**config.mk**
```make
export PLATFORM = sky130hd
export DESIGN_NAME = ctc_top
export DESIGN_NICKNAME = d
export VERILOG_FILES = /design/src/ctc_pkg.sv /design/src/ctc_cmp.sv /design/src/ctc_top.sv
export SDC_FILE = /design/constraint.sdc
export NUM_CORES = 1
export LEC_CHECK = 0
export BUFFER_PORTS_ARGS = -buffer_cell sky130_fd_sc_hd__buf_2
export CORE_MARGIN = 5
export CORE_UTILIZATION = 35
export DETAILED_ROUTE_END_ITERATION = 7
export HOLD_SLACK_MARGIN = 0.06
export SYNTH_ARGS = -nofsm -noshare
export SYNTH_HDL_FRONTEND = slang
export SYNTH_SLANG_ARGS = --single-unit
```
**constraint.sdc**
```tcl
create_clock -name mclk_i -period 3 [get_ports mclk_i]
set_input_delay 0.3 -clock mclk_i [delete_from_list [all_inputs] [get_ports mclk_i]]
set_output_delay 0.3 -clock mclk_i [all_outputs]
set_load 0.02 [all_outputs]
```
**src/ctc_pkg.sv**
```systemverilog
// Package of constants and types for the conversion threshold compare block.
package ctc_pkg;
   localparam int DATA_W = 24;
   localparam int ADDR_W = 8;
   localparam logic [ADDR_W-1:0] ADDR_SLOT7_LOW = 8'h27;
   localparam logic [ADDR_W-1:0] ADDR_SLOT0_HIGH = 8'h28;
   localparam logic [ADDR_W-1:0] ADDR_SLOT1_HIGH = 8'h29;
   localparam logic [ADDR_W-1:0] ADDR_SLOT2_HIGH = 8'h2A;
   localparam logic [DATA_W-1:0] LIMIT_RESET = 24'h000000;
   localparam logic [DATA_W-1:0] DATA_ZERO = 24'h000000;
   localparam int MSB = DATA_W - 1;

   // One register access from the serial control interface.
   typedef struct packed {
      logic wr;
      logic rd;
      logic [ADDR_W-1:0] addr;
      logic [DATA_W-1:0] wdata;
   } ctc_req_s;

   // One result write from the conversion engine.
   typedef struct packed {
      logic [3:0] slot_we;
      logic [DATA_W-1:0] data;
   } ctc_res_s;

   // Coding selection shared by the results and the limits.
   typedef struct packed {
      logic unipolar_bipolar_select;
      logic offset_binary_format;
   } ctc_cfg_s;
endpackage : ctc_pkg

```
**src/ctc_cmp.sv**
```systemverilog
// Coded magnitude comparator used for each limit check.
`timescale 1ns/1ps
module ctc_cmp (
   // Operands.
   input wire logic [ctc_pkg::DATA_W-1:0] a_i,
   input wire logic [ctc_pkg::DATA_W-1:0] b_i,
   // Coding.
   input wire ctc_pkg::ctc_cfg_s cfg_i,
   // Result.
   output logic a_lt_b_o
);
   // Map a code onto an unsigned scale so one compare serves all codings.
   function automatic logic [ctc_pkg::DATA_W-1:0] ord_key(
      input logic [ctc_pkg::DATA_W-1:0] v, input ctc_pkg::ctc_cfg_s c);
      logic [ctc_pkg::DATA_W-1:0] k;
      k = v;
      // Two's complement bipolar data needs its sign bit flipped; unipolar
      // and offset binary codes already order as unsigned numbers.
      if (c.unipolar_bipolar_select && !c.offset_binary_format) begin
         k[ctc_pkg::MSB] = ~v[ctc_pkg::MSB];
      end
      return k;
   endfunction : ord_key

   // Limits use the same coding as results, so both pass one map.
   always_comb begin
      a_lt_b_o = ord_key(a_i, cfg_i) < ord_key(b_i, cfg_i);
   end
endmodule : ctc_cmp

```
**src/ctc_top.sv**
```systemverilog
// Limit registers and range flags for result slots 0, 1, 2 and 7.
`timescale 1ns/1ps
module ctc_top (
   // Clock and reset.
   input wire logic mclk_i,
   input wire logic rst_i,
   // Register access.
   input wire ctc_pkg::ctc_req_s req_i,
   output logic [ctc_pkg::DATA_W-1:0] rdata_o,
   output logic rvalid_o,
   // Results: slot_we bit 0..2 = slots 0..2, bit 3 = slot 7.
   input wire ctc_pkg::ctc_res_s res_i,
   input wire ctc_pkg::ctc_cfg_s cfg_i,
   // Range flags.
   output logic slot7_under_range_flag_o,
   output logic slot0_over_range_flag_o,
   output logic slot1_over_range_flag_o,
   output logic slot2_over_range_flag_o
);
   typedef struct packed {
      logic [ctc_pkg::DATA_W-1:0] slot7_low_limit;
      logic [ctc_pkg::DATA_W-1:0] slot0_high_limit;
      logic [ctc_pkg::DATA_W-1:0] slot1_high_limit;
      logic [ctc_pkg::DATA_W-1:0] slot2_high_limit;
      logic [ctc_pkg::DATA_W-1:0] result_slot_0;
      logic [ctc_pkg::DATA_W-1:0] result_slot_1;
      logic [ctc_pkg::DATA_W-1:0] result_slot_2;
      logic [ctc_pkg::DATA_W-1:0] result_slot_7;
      logic [ctc_pkg::DATA_W-1:0] rdata;
      logic rvalid;
   } ctc_state_s;

   ctc_state_s st_q;
   ctc_state_s st_d;
   logic lt7;
   logic lt0;
   logic lt1;
   logic lt2;

   // Slot 7: result below low limit means under range.
   ctc_cmp u_cmp7 (
      .a_i(st_q.result_slot_7), .b_i(st_q.slot7_low_limit), .cfg_i(cfg_i), .a_lt_b_o(lt7));
   // Slots 0 to 2: limit below result means over range.
   ctc_cmp u_cmp0 (
      .a_i(st_q.slot0_high_limit), .b_i(st_q.result_slot_0), .cfg_i(cfg_i), .a_lt_b_o(lt0));
   ctc_cmp u_cmp1 (
      .a_i(st_q.slot1_high_limit), .b_i(st_q.result_slot_1), .cfg_i(cfg_i), .a_lt_b_o(lt1));
   ctc_cmp u_cmp2 (
      .a_i(st_q.slot2_high_limit), .b_i(st_q.result_slot_2), .cfg_i(cfg_i), .a_lt_b_o(lt2));

   // Flags follow stored values, so they update the cycle after a new result
   // or limit lands; software must rewrite limits after a coding change.
   assign slot7_under_range_flag_o = lt7;
   assign slot0_over_range_flag_o = lt0;
   assign slot1_over_range_flag_o = lt1;
   assign slot2_over_range_flag_o = lt2;
   assign rdata_o = st_q.rdata;
   assign rvalid_o = st_q.rvalid;

   // Next state: limit writes, result captures and read data.
   always_comb begin
      st_d = st_q;
      st_d.rvalid = req_i.rd;
      if (req_i.wr) begin
         case (req_i.addr)
            ctc_pkg::ADDR_SLOT7_LOW: st_d.slot7_low_limit = req_i.wdata;
            ctc_pkg::ADDR_SLOT0_HIGH: st_d.slot0_high_limit = req_i.wdata;
            ctc_pkg::ADDR_SLOT1_HIGH: st_d.slot1_high_limit = req_i.wdata;
            ctc_pkg::ADDR_SLOT2_HIGH: st_d.slot2_high_limit = req_i.wdata;
            default: st_d.rdata = st_q.rdata;
         endcase
      end
      if (req_i.rd) begin
         // Unmapped addresses read as zero.
         case (req_i.addr)
            ctc_pkg::ADDR_SLOT7_LOW: st_d.rdata = st_q.slot7_low_limit;
            ctc_pkg::ADDR_SLOT0_HIGH: st_d.rdata = st_q.slot0_high_limit;
            ctc_pkg::ADDR_SLOT1_HIGH: st_d.rdata = st_q.slot1_high_limit;
            ctc_pkg::ADDR_SLOT2_HIGH: st_d.rdata = st_q.slot2_high_limit;
            default: st_d.rdata = ctc_pkg::DATA_ZERO;
         endcase
      end
      // Each new result triggers a fresh comparison.
      if (res_i.slot_we[0]) begin
         st_d.result_slot_0 = res_i.data;
      end
      if (res_i.slot_we[1]) begin
         st_d.result_slot_1 = res_i.data;
      end
      if (res_i.slot_we[2]) begin
         st_d.result_slot_2 = res_i.data;
      end
      if (res_i.slot_we[3]) begin
         st_d.result_slot_7 = res_i.data;
      end
   end

   // State register with synchronous reset.
   always_ff @(posedge mclk_i) begin
      if (rst_i) begin
         st_q <= '{slot7_low_limit: ctc_pkg::LIMIT_RESET, slot0_high_limit: ctc_pkg::LIMIT_RESET,
                   slot1_high_limit: ctc_pkg::LIMIT_RESET, slot2_high_limit: ctc_pkg::LIMIT_RESET,
                   result_slot_0: ctc_pkg::DATA_ZERO, result_slot_1: ctc_pkg::DATA_ZERO,
                   result_slot_2: ctc_pkg::DATA_ZERO, result_slot_7: ctc_pkg::DATA_ZERO,
                   rdata: ctc_pkg::DATA_ZERO, rvalid: 1'b0};
      end else begin
         st_q <= st_d;
      end
   end
endmodule : ctc_top

```
==> Yosys cells after proc, flatten, opt, wreduce, memory -nomap -nowiden <==
Index checks and enable logic that the tools add are counted.
{ "totals": {"out_inout_bits": 29, "regBits": 217, "inputBits": 66, "word_cells": 41} }
{ "classes": {"n_bitwise": 8, "n_reduce_logical": 6, "n_eq_ne": 4, "muxes": 9, "magnitude_cmp": 4} }
{ "op_table": {"columns": ["op", "n"], "rows": [
  ["24-bit less-than comparator", 4],
  ["24-bit case mux with 4 select lines", 1],
  ["8-bit by 6-bit equality test with 1-bit output, second input constant", 4],
  ["1-bit two-way mux", 8],
  ["1-bit NOT", 8],
  ["2-bit AND reduction", 4],
  ["1-bit logical AND", 1],
  ["1-bit logical NOT", 1]
]} }

==> Longest topological paths before layout <==
Gate-level depths: netlist (run 1).
{ "logic_depth": {"depth_word": 4, "mapped_depth": 8, "mapped_depth_nobuf": 8} }

==> Hierarchy <==
A second synthesis (run 1) with hierarchy kept.
{ "unflattened": {"cells_unflattened": 1242, "area_unflattened_um2": 10794.1} }
{ "by_module_without_submodules": {"columns": ["mod", "cells_each", "area_each_um2", "instances", "seq_area_each_um2"], "rows": [
  ["ctc_top", 914, 8401.8, 1, 4344.2],
  ["ctc_cmp", 82, 598.1, 4, 0.0]
]} }

==> Least setup slack after synthesis (run 1) <==
No wires, ideal clock.
{ "synth_path": {"kind": "register to output", "from": "reg st_q[62] in the netlist's numbering", "to": "out slot2_over_range_flag_o", "n_path_buf": 0, "arrival_ns": 1.890, "required_ns": 2.700, "stages_incl_launch_ff": 9, "setup_slack_ns": 0.810, "cell_sequence": "dfxtp_1 -> inv_1 -> ha_1 -> a21o_1 -> nand3_1 -> a21oi_1 -> a2111oi_0 -> o2bb2ai_1 -> a211oi_1"} }
{ "synth_between": {"elab_chain_len": 1} }
{ "synth_rtl": {"columns": ["item", "line_no", "rtl"], "rows": [
  ["from (decl)", "ctc_top.sv:33", "ctc_state_s st_q;"],
  ["from (signal assigned)", "ctc_top.sv:101", "st_q <= '{slot7_low_limit: ctc_pkg::LIMIT_RESET, slot0_high_limit: ctc_pkg::LIMIT_RESET,"],
  ["from (signal assigned)", "ctc_top.sv:107", "st_q <= st_d;"],
  ["24-bit less-than comparator", "ctc_cmp.sv:27", "a_lt_b_o = ord_key(a_i, cfg_i) < ord_key(b_i, cfg_i);"],
  ["to (decl)", "ctc_top.sv:18", "output logic slot2_over_range_flag_o"]
]} }
Every way passes these cells.

==> Final worst setup path (run 1) <==
{ "layout_path": {"from": "reg st_q[58] in the netlist's numbering", "to": "out slot2_over_range_flag_o"} }
The elaborated chain is that of the path after synthesis.

==> results of run 1 <==
sequential cells by signal (all words and copies together) (netlist names):
name / flops
st_q: 192
rdata_o: 24
rvalid_o: 1
layer usage:
| layer | routed length, um | vias to the layer above |
|---|---|---|
| li1 | - | 4321 |
| met2 | 14400 | 276 |
| met1 | 14700 | 4182 |
| met3 | 1950 | 35 |
| met5 | 0 | - |
| met4 | 634 | 0 |
Yosys cell counts (2+ instances only):
| master | instances | area share, % |
|---|---|---|
| o221ai_1 | 2 | 0.17 |
| a222oi_1 | 23 | 2.2 |
| nand2_1 | 232 | 8.3 |
| o21ai_0 | 38 | 1.8 |
| a211oi_1 | 9 | 0.64 |
| buf_4 | 26 | 1.9 |
| a2111oi_0 | 2 | 0.17 |
| and2_1 | 2 | 0.12 |
| a22o_1 | 23 | 1.9 |
| a221oi_1 | 2 | 0.17 |
| nor2_1 | 109 | 3.9 |
| a21oi_1 | 126 | 6.0 |
| ha_1 | 88 | 11 |
| o2111ai_1 | 2 | 0.17 |
| a31oi_1 | 5 | 0.30 |
| nand3_1 | 8 | 0.38 |
| and3_1 | 2 | 0.12 |
| inv_1 | 88 | 3.2 |
| nand2b_1 | 5 | 0.30 |
| dfxtp_1 | 217 | 41 |
| nor3_1 | 2 | 0.096 |
| nor3b_1 | 2 | 0.14 |
| nand4_1 | 14 | 0.84 |
| nor2b_1 | 6 | 0.36 |
| clkbuf_1 | 60 | 2.2 |
| buf_2 | 9 | 0.43 |
| a21o_1 | 15 | 1.1 |
| o211ai_1 | 4 | 0.29 |
| xnor2_1 | 4 | 0.33 |
| mux2i_1 | 99 | 9.5 |
kinds of logic after synthesis:
family	after synthesis	share of synthesized area [%]
xor gates and xnor gates	4	0.334
adders and majority gates	88	10.5
buffers and inverters	184	7.63
AOI/OAI and AO/OA	255	15.3
and+or+nand+nor	388	15.3
DFF	217	41.5
muxes	99	9.46
final timing paths:
check                           startpoint                  endpoint  slack (ps)  cells past startpoint
setup / recovery     st_q[58]$_SDFFE_PP0P_   slot2_over_range_flag_o         110                      9
hold / removal                    req_i[3]    st_q[124]$_SDFFE_PP0P_          70                      3
setup reg to reg    st_q[156]$_SDFFE_PP0P_  rdata_o[11]$_SDFFE_PP0P_        1560                      3
hold reg to reg   rdata_o[19]$_SDFFE_PP0P_  rdata_o[19]$_SDFFE_PP0P_         450                      2
per-stage QoR:
| step | worst slack [ps] | hold slack (ps) | util (%) | cell area, sq um |
|---|---|---|---|---|
| 2_1_floorplan | 810 | 379 | - | 10500 |
| 3_3_place_gp | 419 | 434 | 37.8 | 11200 |
| 3_5_place_dp | 345 | 437 | 37.8 | 11200 |
| 4_1_cts | 14.7 | 60.8 | 41.5 | 12300 |
| 5_1_grt | -65.2 | 67.7 | 41.6 | 12300 |
| 6_report | 110 | 72.8 | 41.6 | 12300 |
final cells by class:
type                    count  area (sq um)
repair buffers            133           822
fillers                  3010         17300
clock inverters            13           268
flip-flops and latches    217          4340
inverters                  88           330
clock buffers              30           664
multi-input cells         834          5370
well taps                 390           488
power by group:
part | total [uW] | internal [uW] | switching, uW | leakage, uW
sequential | 3010 | 2960 | 45.2 | 0.00177
combinational | 584 | 225 | 359 | 0.00288
clock | 3470 | 2250 | 1220 | 0.000455
total | 7060 | 5440 | 1620 | 0.00510
critical path: stages, from the launching register on:
cell and delay, ps:
dfxtp_1 330, inv_1 60, ha_1 320, a21oi_1 150, o21ai_1 130, a211oi_1 220
o21ai_1 180, o2bb2ai_2 180, a211oi_2 300, buf_4 200
what timing repair did:
action	CTS	global route
hold buffers	14	1
gates resized for setup	5	6
pin swaps	0	3
setup buffers	0	0
setup endpoints to repair	2	3
hold endpoints to repair	38	1
==> flow_summary.ini, run 1 <==
[global_routing]
top_usage_layer = met2
grt_pass1_vias = 8794
grt.met2_usage_pct = 30.5
antenna_found_initial = 0
use_met3_pct = 2.74
grt_max_degree = 193
track_usage_pct = 18.8
grt-ovfl-total = 0
grt_pass1_wl_mm = 50.2
met1_usage_pct = 26.2

[pwr]
powerDensity_mw_per_mm2 = 574
p_leak_uw = 0.00510
peakVddDrop_mv = 0.407
report.power.total_uw = 7060

[final_layout]
final_nets = 1452
final_cells = 1705
final_common_cell = nand2_1
area.growth.synth_to_final_pct = 17.3
diodes = 0
drive_above_1_share_pct = 13.0
layout_common_cells = nand2_1 (232), dfxtp_1 (217), a21oi_1 (126), nor2_1 (108), mux2i_1 (99)

[synthesis]
synth_flop_cell = dfxtp_1
netlist_area_sq_mm = 0.0105
synth_edf_count = 0
yosys_warnings = 0
yosysUniqueCellTypes = 41
syn_inst = 1235
syn_avg_cell_area_sq_um = 8.48
ys_seq_area_share_pct = 41.5
syn-num-nets = 1389
async_flop_share_pct = 0
synth-seq-cells = 217

[timing]
final_max_slew_viol_count = 0
fmax_ghz = 0.346
worst_slew_pin_slew_ps = 954
slew_headroom_pct = 36.4
fin_crit_ps = 2890
skew_ps = 7.05
grt_setup_unrepaired = true
min_period_over_period_pct = 96.3
setup_tns_ps = 0
setup_viol = 0
finalHoldViolCount = 0

[floorplanning]
rows = 63
die_y_um = 183
dieArea_sq_mm = 0.0335
start_util_pct = 35.4
io_pins = 95
die_x_um = 183
coreArea_sq_mm = 0.0296

[clock_network]
clk_pin_slew_ps = 60
worst_skew_pair.late_latency_ps = 520
cts_max_path_buffers = 3
tritoncts = done
clockRootBuffer = clkbuf_16
cts.sinks = 217
htreeDepth = 1
cts_made_buffers = 24

[detailed_routing]
vias_per_cell = 5.17
drc = 0
wl_mm = 31.7
dr.pass1.iters = 6
wire_per_inst_um = 18.6
vias = 8814
drt_iter0_markers = 850
ant_nets = 0

[setup_path]
required_ps = 2700
arrival_ps = 2590
startpoint_type = register
path_max_fanout = 2
criticalPathCategory = register to primary output
endpoint_kind = primary output

[placement]
gp_congestion = 0.870
io_buffer_count = 94
place_inst = 1647
dp_hpwl_mm = 22.2

[status]
status = finished, final reports clean

[flow_run]
drv_cap = 0

[worst_hold_path]
hold_class = input pin to register
Note: power is estimated with default switching activity, not from simulation.
==> run 2, diff against run 1 <==
==> constraint.sdc (replaced) <==
create_clock -name mclk_i -period 3.7 [get_ports mclk_i]
set_input_delay 0.37 -clock mclk_i [delete_from_list [all_inputs] [get_ports mclk_i]]
set_output_delay 0.37 -clock mclk_i [all_outputs]
set_load 0.02 [all_outputs]
==> run 2 against run 1 <==
  * Power decreased by 23%
  * Register-to-register slack improved by 730 ps
  * Design area decreased by 2.8%
  * Flip-flop and latch count unchanged
  * Clock-buffer cell count increased by 1
  * Core utilization decreased by 1.2 points
  * Critical path depth decreased by 1
  * Global-route usage decreased by 0.64 points
  * Critical path type unchanged
  * Highest routed layer is now met5
  * Combinational power decreased by 22%
==> flow_summary.ini, run 2 (synthesis gave the netlist of run 1 again) <==
[final_layout]
drive_above_1_share_pct = 12.3
final_nets = 1429
final_common_cell = nand2_1
regMostFlops = st_q
final_cell_area_sq_mm = 0.0119
layout_common_cells = nand2_1 (232), dfxtp_1 (217), a21oi_1 (126), nor2_1 (108), mux2i_1 (99)
diodes = 0
largest_reg_flops = 192
area.growth.synth_to_final_pct = 14.0

[global_routing]
grt_max_degree = 106
grt-ovfl-total = 0
top_usage_layer = met2
met1_usage_pct = 26.5
use_met3_pct = 2.20
grt.met2_usage_pct = 29.0
track_usage_pct = 18.1
antenna_found_initial = 1
grt_pass1_wl_mm = 48.5
grt_pass1_vias = 8450

[placement]
placed_cell_area_sq_mm = 0.0111
io_buffer_count = 94
gp_congestion = 0.871
dp_hpwl_mm = 22.1

[floorplanning]
coreArea_sq_mm = 0.0296
die_y_um = 183
start_util_pct = 35.4
die_x_um = 183
dieArea_sq_mm = 0.0335
io_pins = 95
rows = 63

[detailed_routing]
drt_iter0_markers = 798
dr.pass1.iters = 8
wl_mm = 31.5
ant_nets = 0
vias = 8667
wire_per_inst_um = 18.7
vias_per_cell = 5.15
drc = 0

[timing]
fin_crit_ps = 3160
slew_headroom_pct = 23.3
worst_slew_pin_slew_ps = 1150
final_max_slew_viol_count = 0
fmax_ghz = 0.316
finalHoldViolCount = 0
setup_tns_ps = 0
skew_ps = 10.0
setup_viol = 0
grt_setup_unrepaired = false
min_period_over_period_pct = 85.5

[clock_network]
htreeDepth = 1
cts-hold-fix-buffers = 0
clockRootBuffer = clkbuf_16
clk_pin_slew_ps = 60
cts.repair.resized = 0
cts_made_buffers = 24
worst_skew_pair.late_latency_ps = 520
tritoncts = done
post_cts_buffers = 0
cts_max_path_buffers = 3
cts.sinks = 217

[worst_hold_path]
hold_class = input pin to register

[setup_path]
path_max_fanout = 2
criticalPathCategory = register to primary output
startpoint_type = register
endpoint_kind = primary output
arrival_ps = 2790
required_ps = 3330

[flow_run]
drv_cap = 0

[pwr]
peakVddDrop_mv = 0.285
powerDensity_mw_per_mm2 = 455
p_leak_uw = 0.00494

[status]
status = finished, final reports clean
-- run 2: layer usage --
layer,up-vias,wire length [um]
met4,2,559
li1,4275,-
met5,-,13
met3,43,1710
met1,4078,15100
met2,269,14100
-- run 2: through the flow --
stage	total power, uW	worst slack, ps	util [%]	cells	hold WS (ps)
2_1_floorplan	2760	1440	-	1235	426
3_3_place_gp	2940	1070	37.5	1639	435
3_5_place_dp	2940	1010	37.5	1639	441
4_1_cts	5490	542	40.4	1683	110
5_1_grt	5640	406	40.4	1683	119
6_report	5440	536	40.4	1683	113
-- run 2: power by group --
part | internal, uW | total [uW] | switching [uW]
sequential | 2400 | 2440 | 37.4
clock | 1550 | 2540 | 991
combinational | 169 | 458 | 289
-- run 2: critical path, stage by stage, from the launching register on --
cell      delay [ps]
dfxtp_1          320
inv_1             40
ha_1             280
a21o_1           160
a21o_1           170
a211oi_1         370
o21ai_0          240
a31oi_1          430
buf_2            250
-- run 2: final timing paths --
kind / from / end / slack (ps) / cells past startpoint
max: st_q[98]$_SDFFE_PP0P_ / slot0_over_range_flag_o / 540 / 8
min: req_i[32] / rvalid_o$_SDFF_PP0_ / 110 / 2
max reg2reg: st_q[153]$_SDFFE_PP0P_ / rdata_o[8]$_SDFFE_PP0P_ / 2290 / 3
min reg2reg: rdata_o[19]$_SDFFE_PP0P_ / rdata_o[19]$_SDFFE_PP0P_ / 450 / 2
-- run 2: cell type report --
type                            count  area (sq um)
Multi-Input combinational cell    834          5340
Inverter                           88           330
Sequential cell                   217          4340
Tap cell                          390           488
Timing Repair Buffer              110           597
Clock inverter                     13           179
Clock buffer                       31           667
Fill cell                        2999         17600
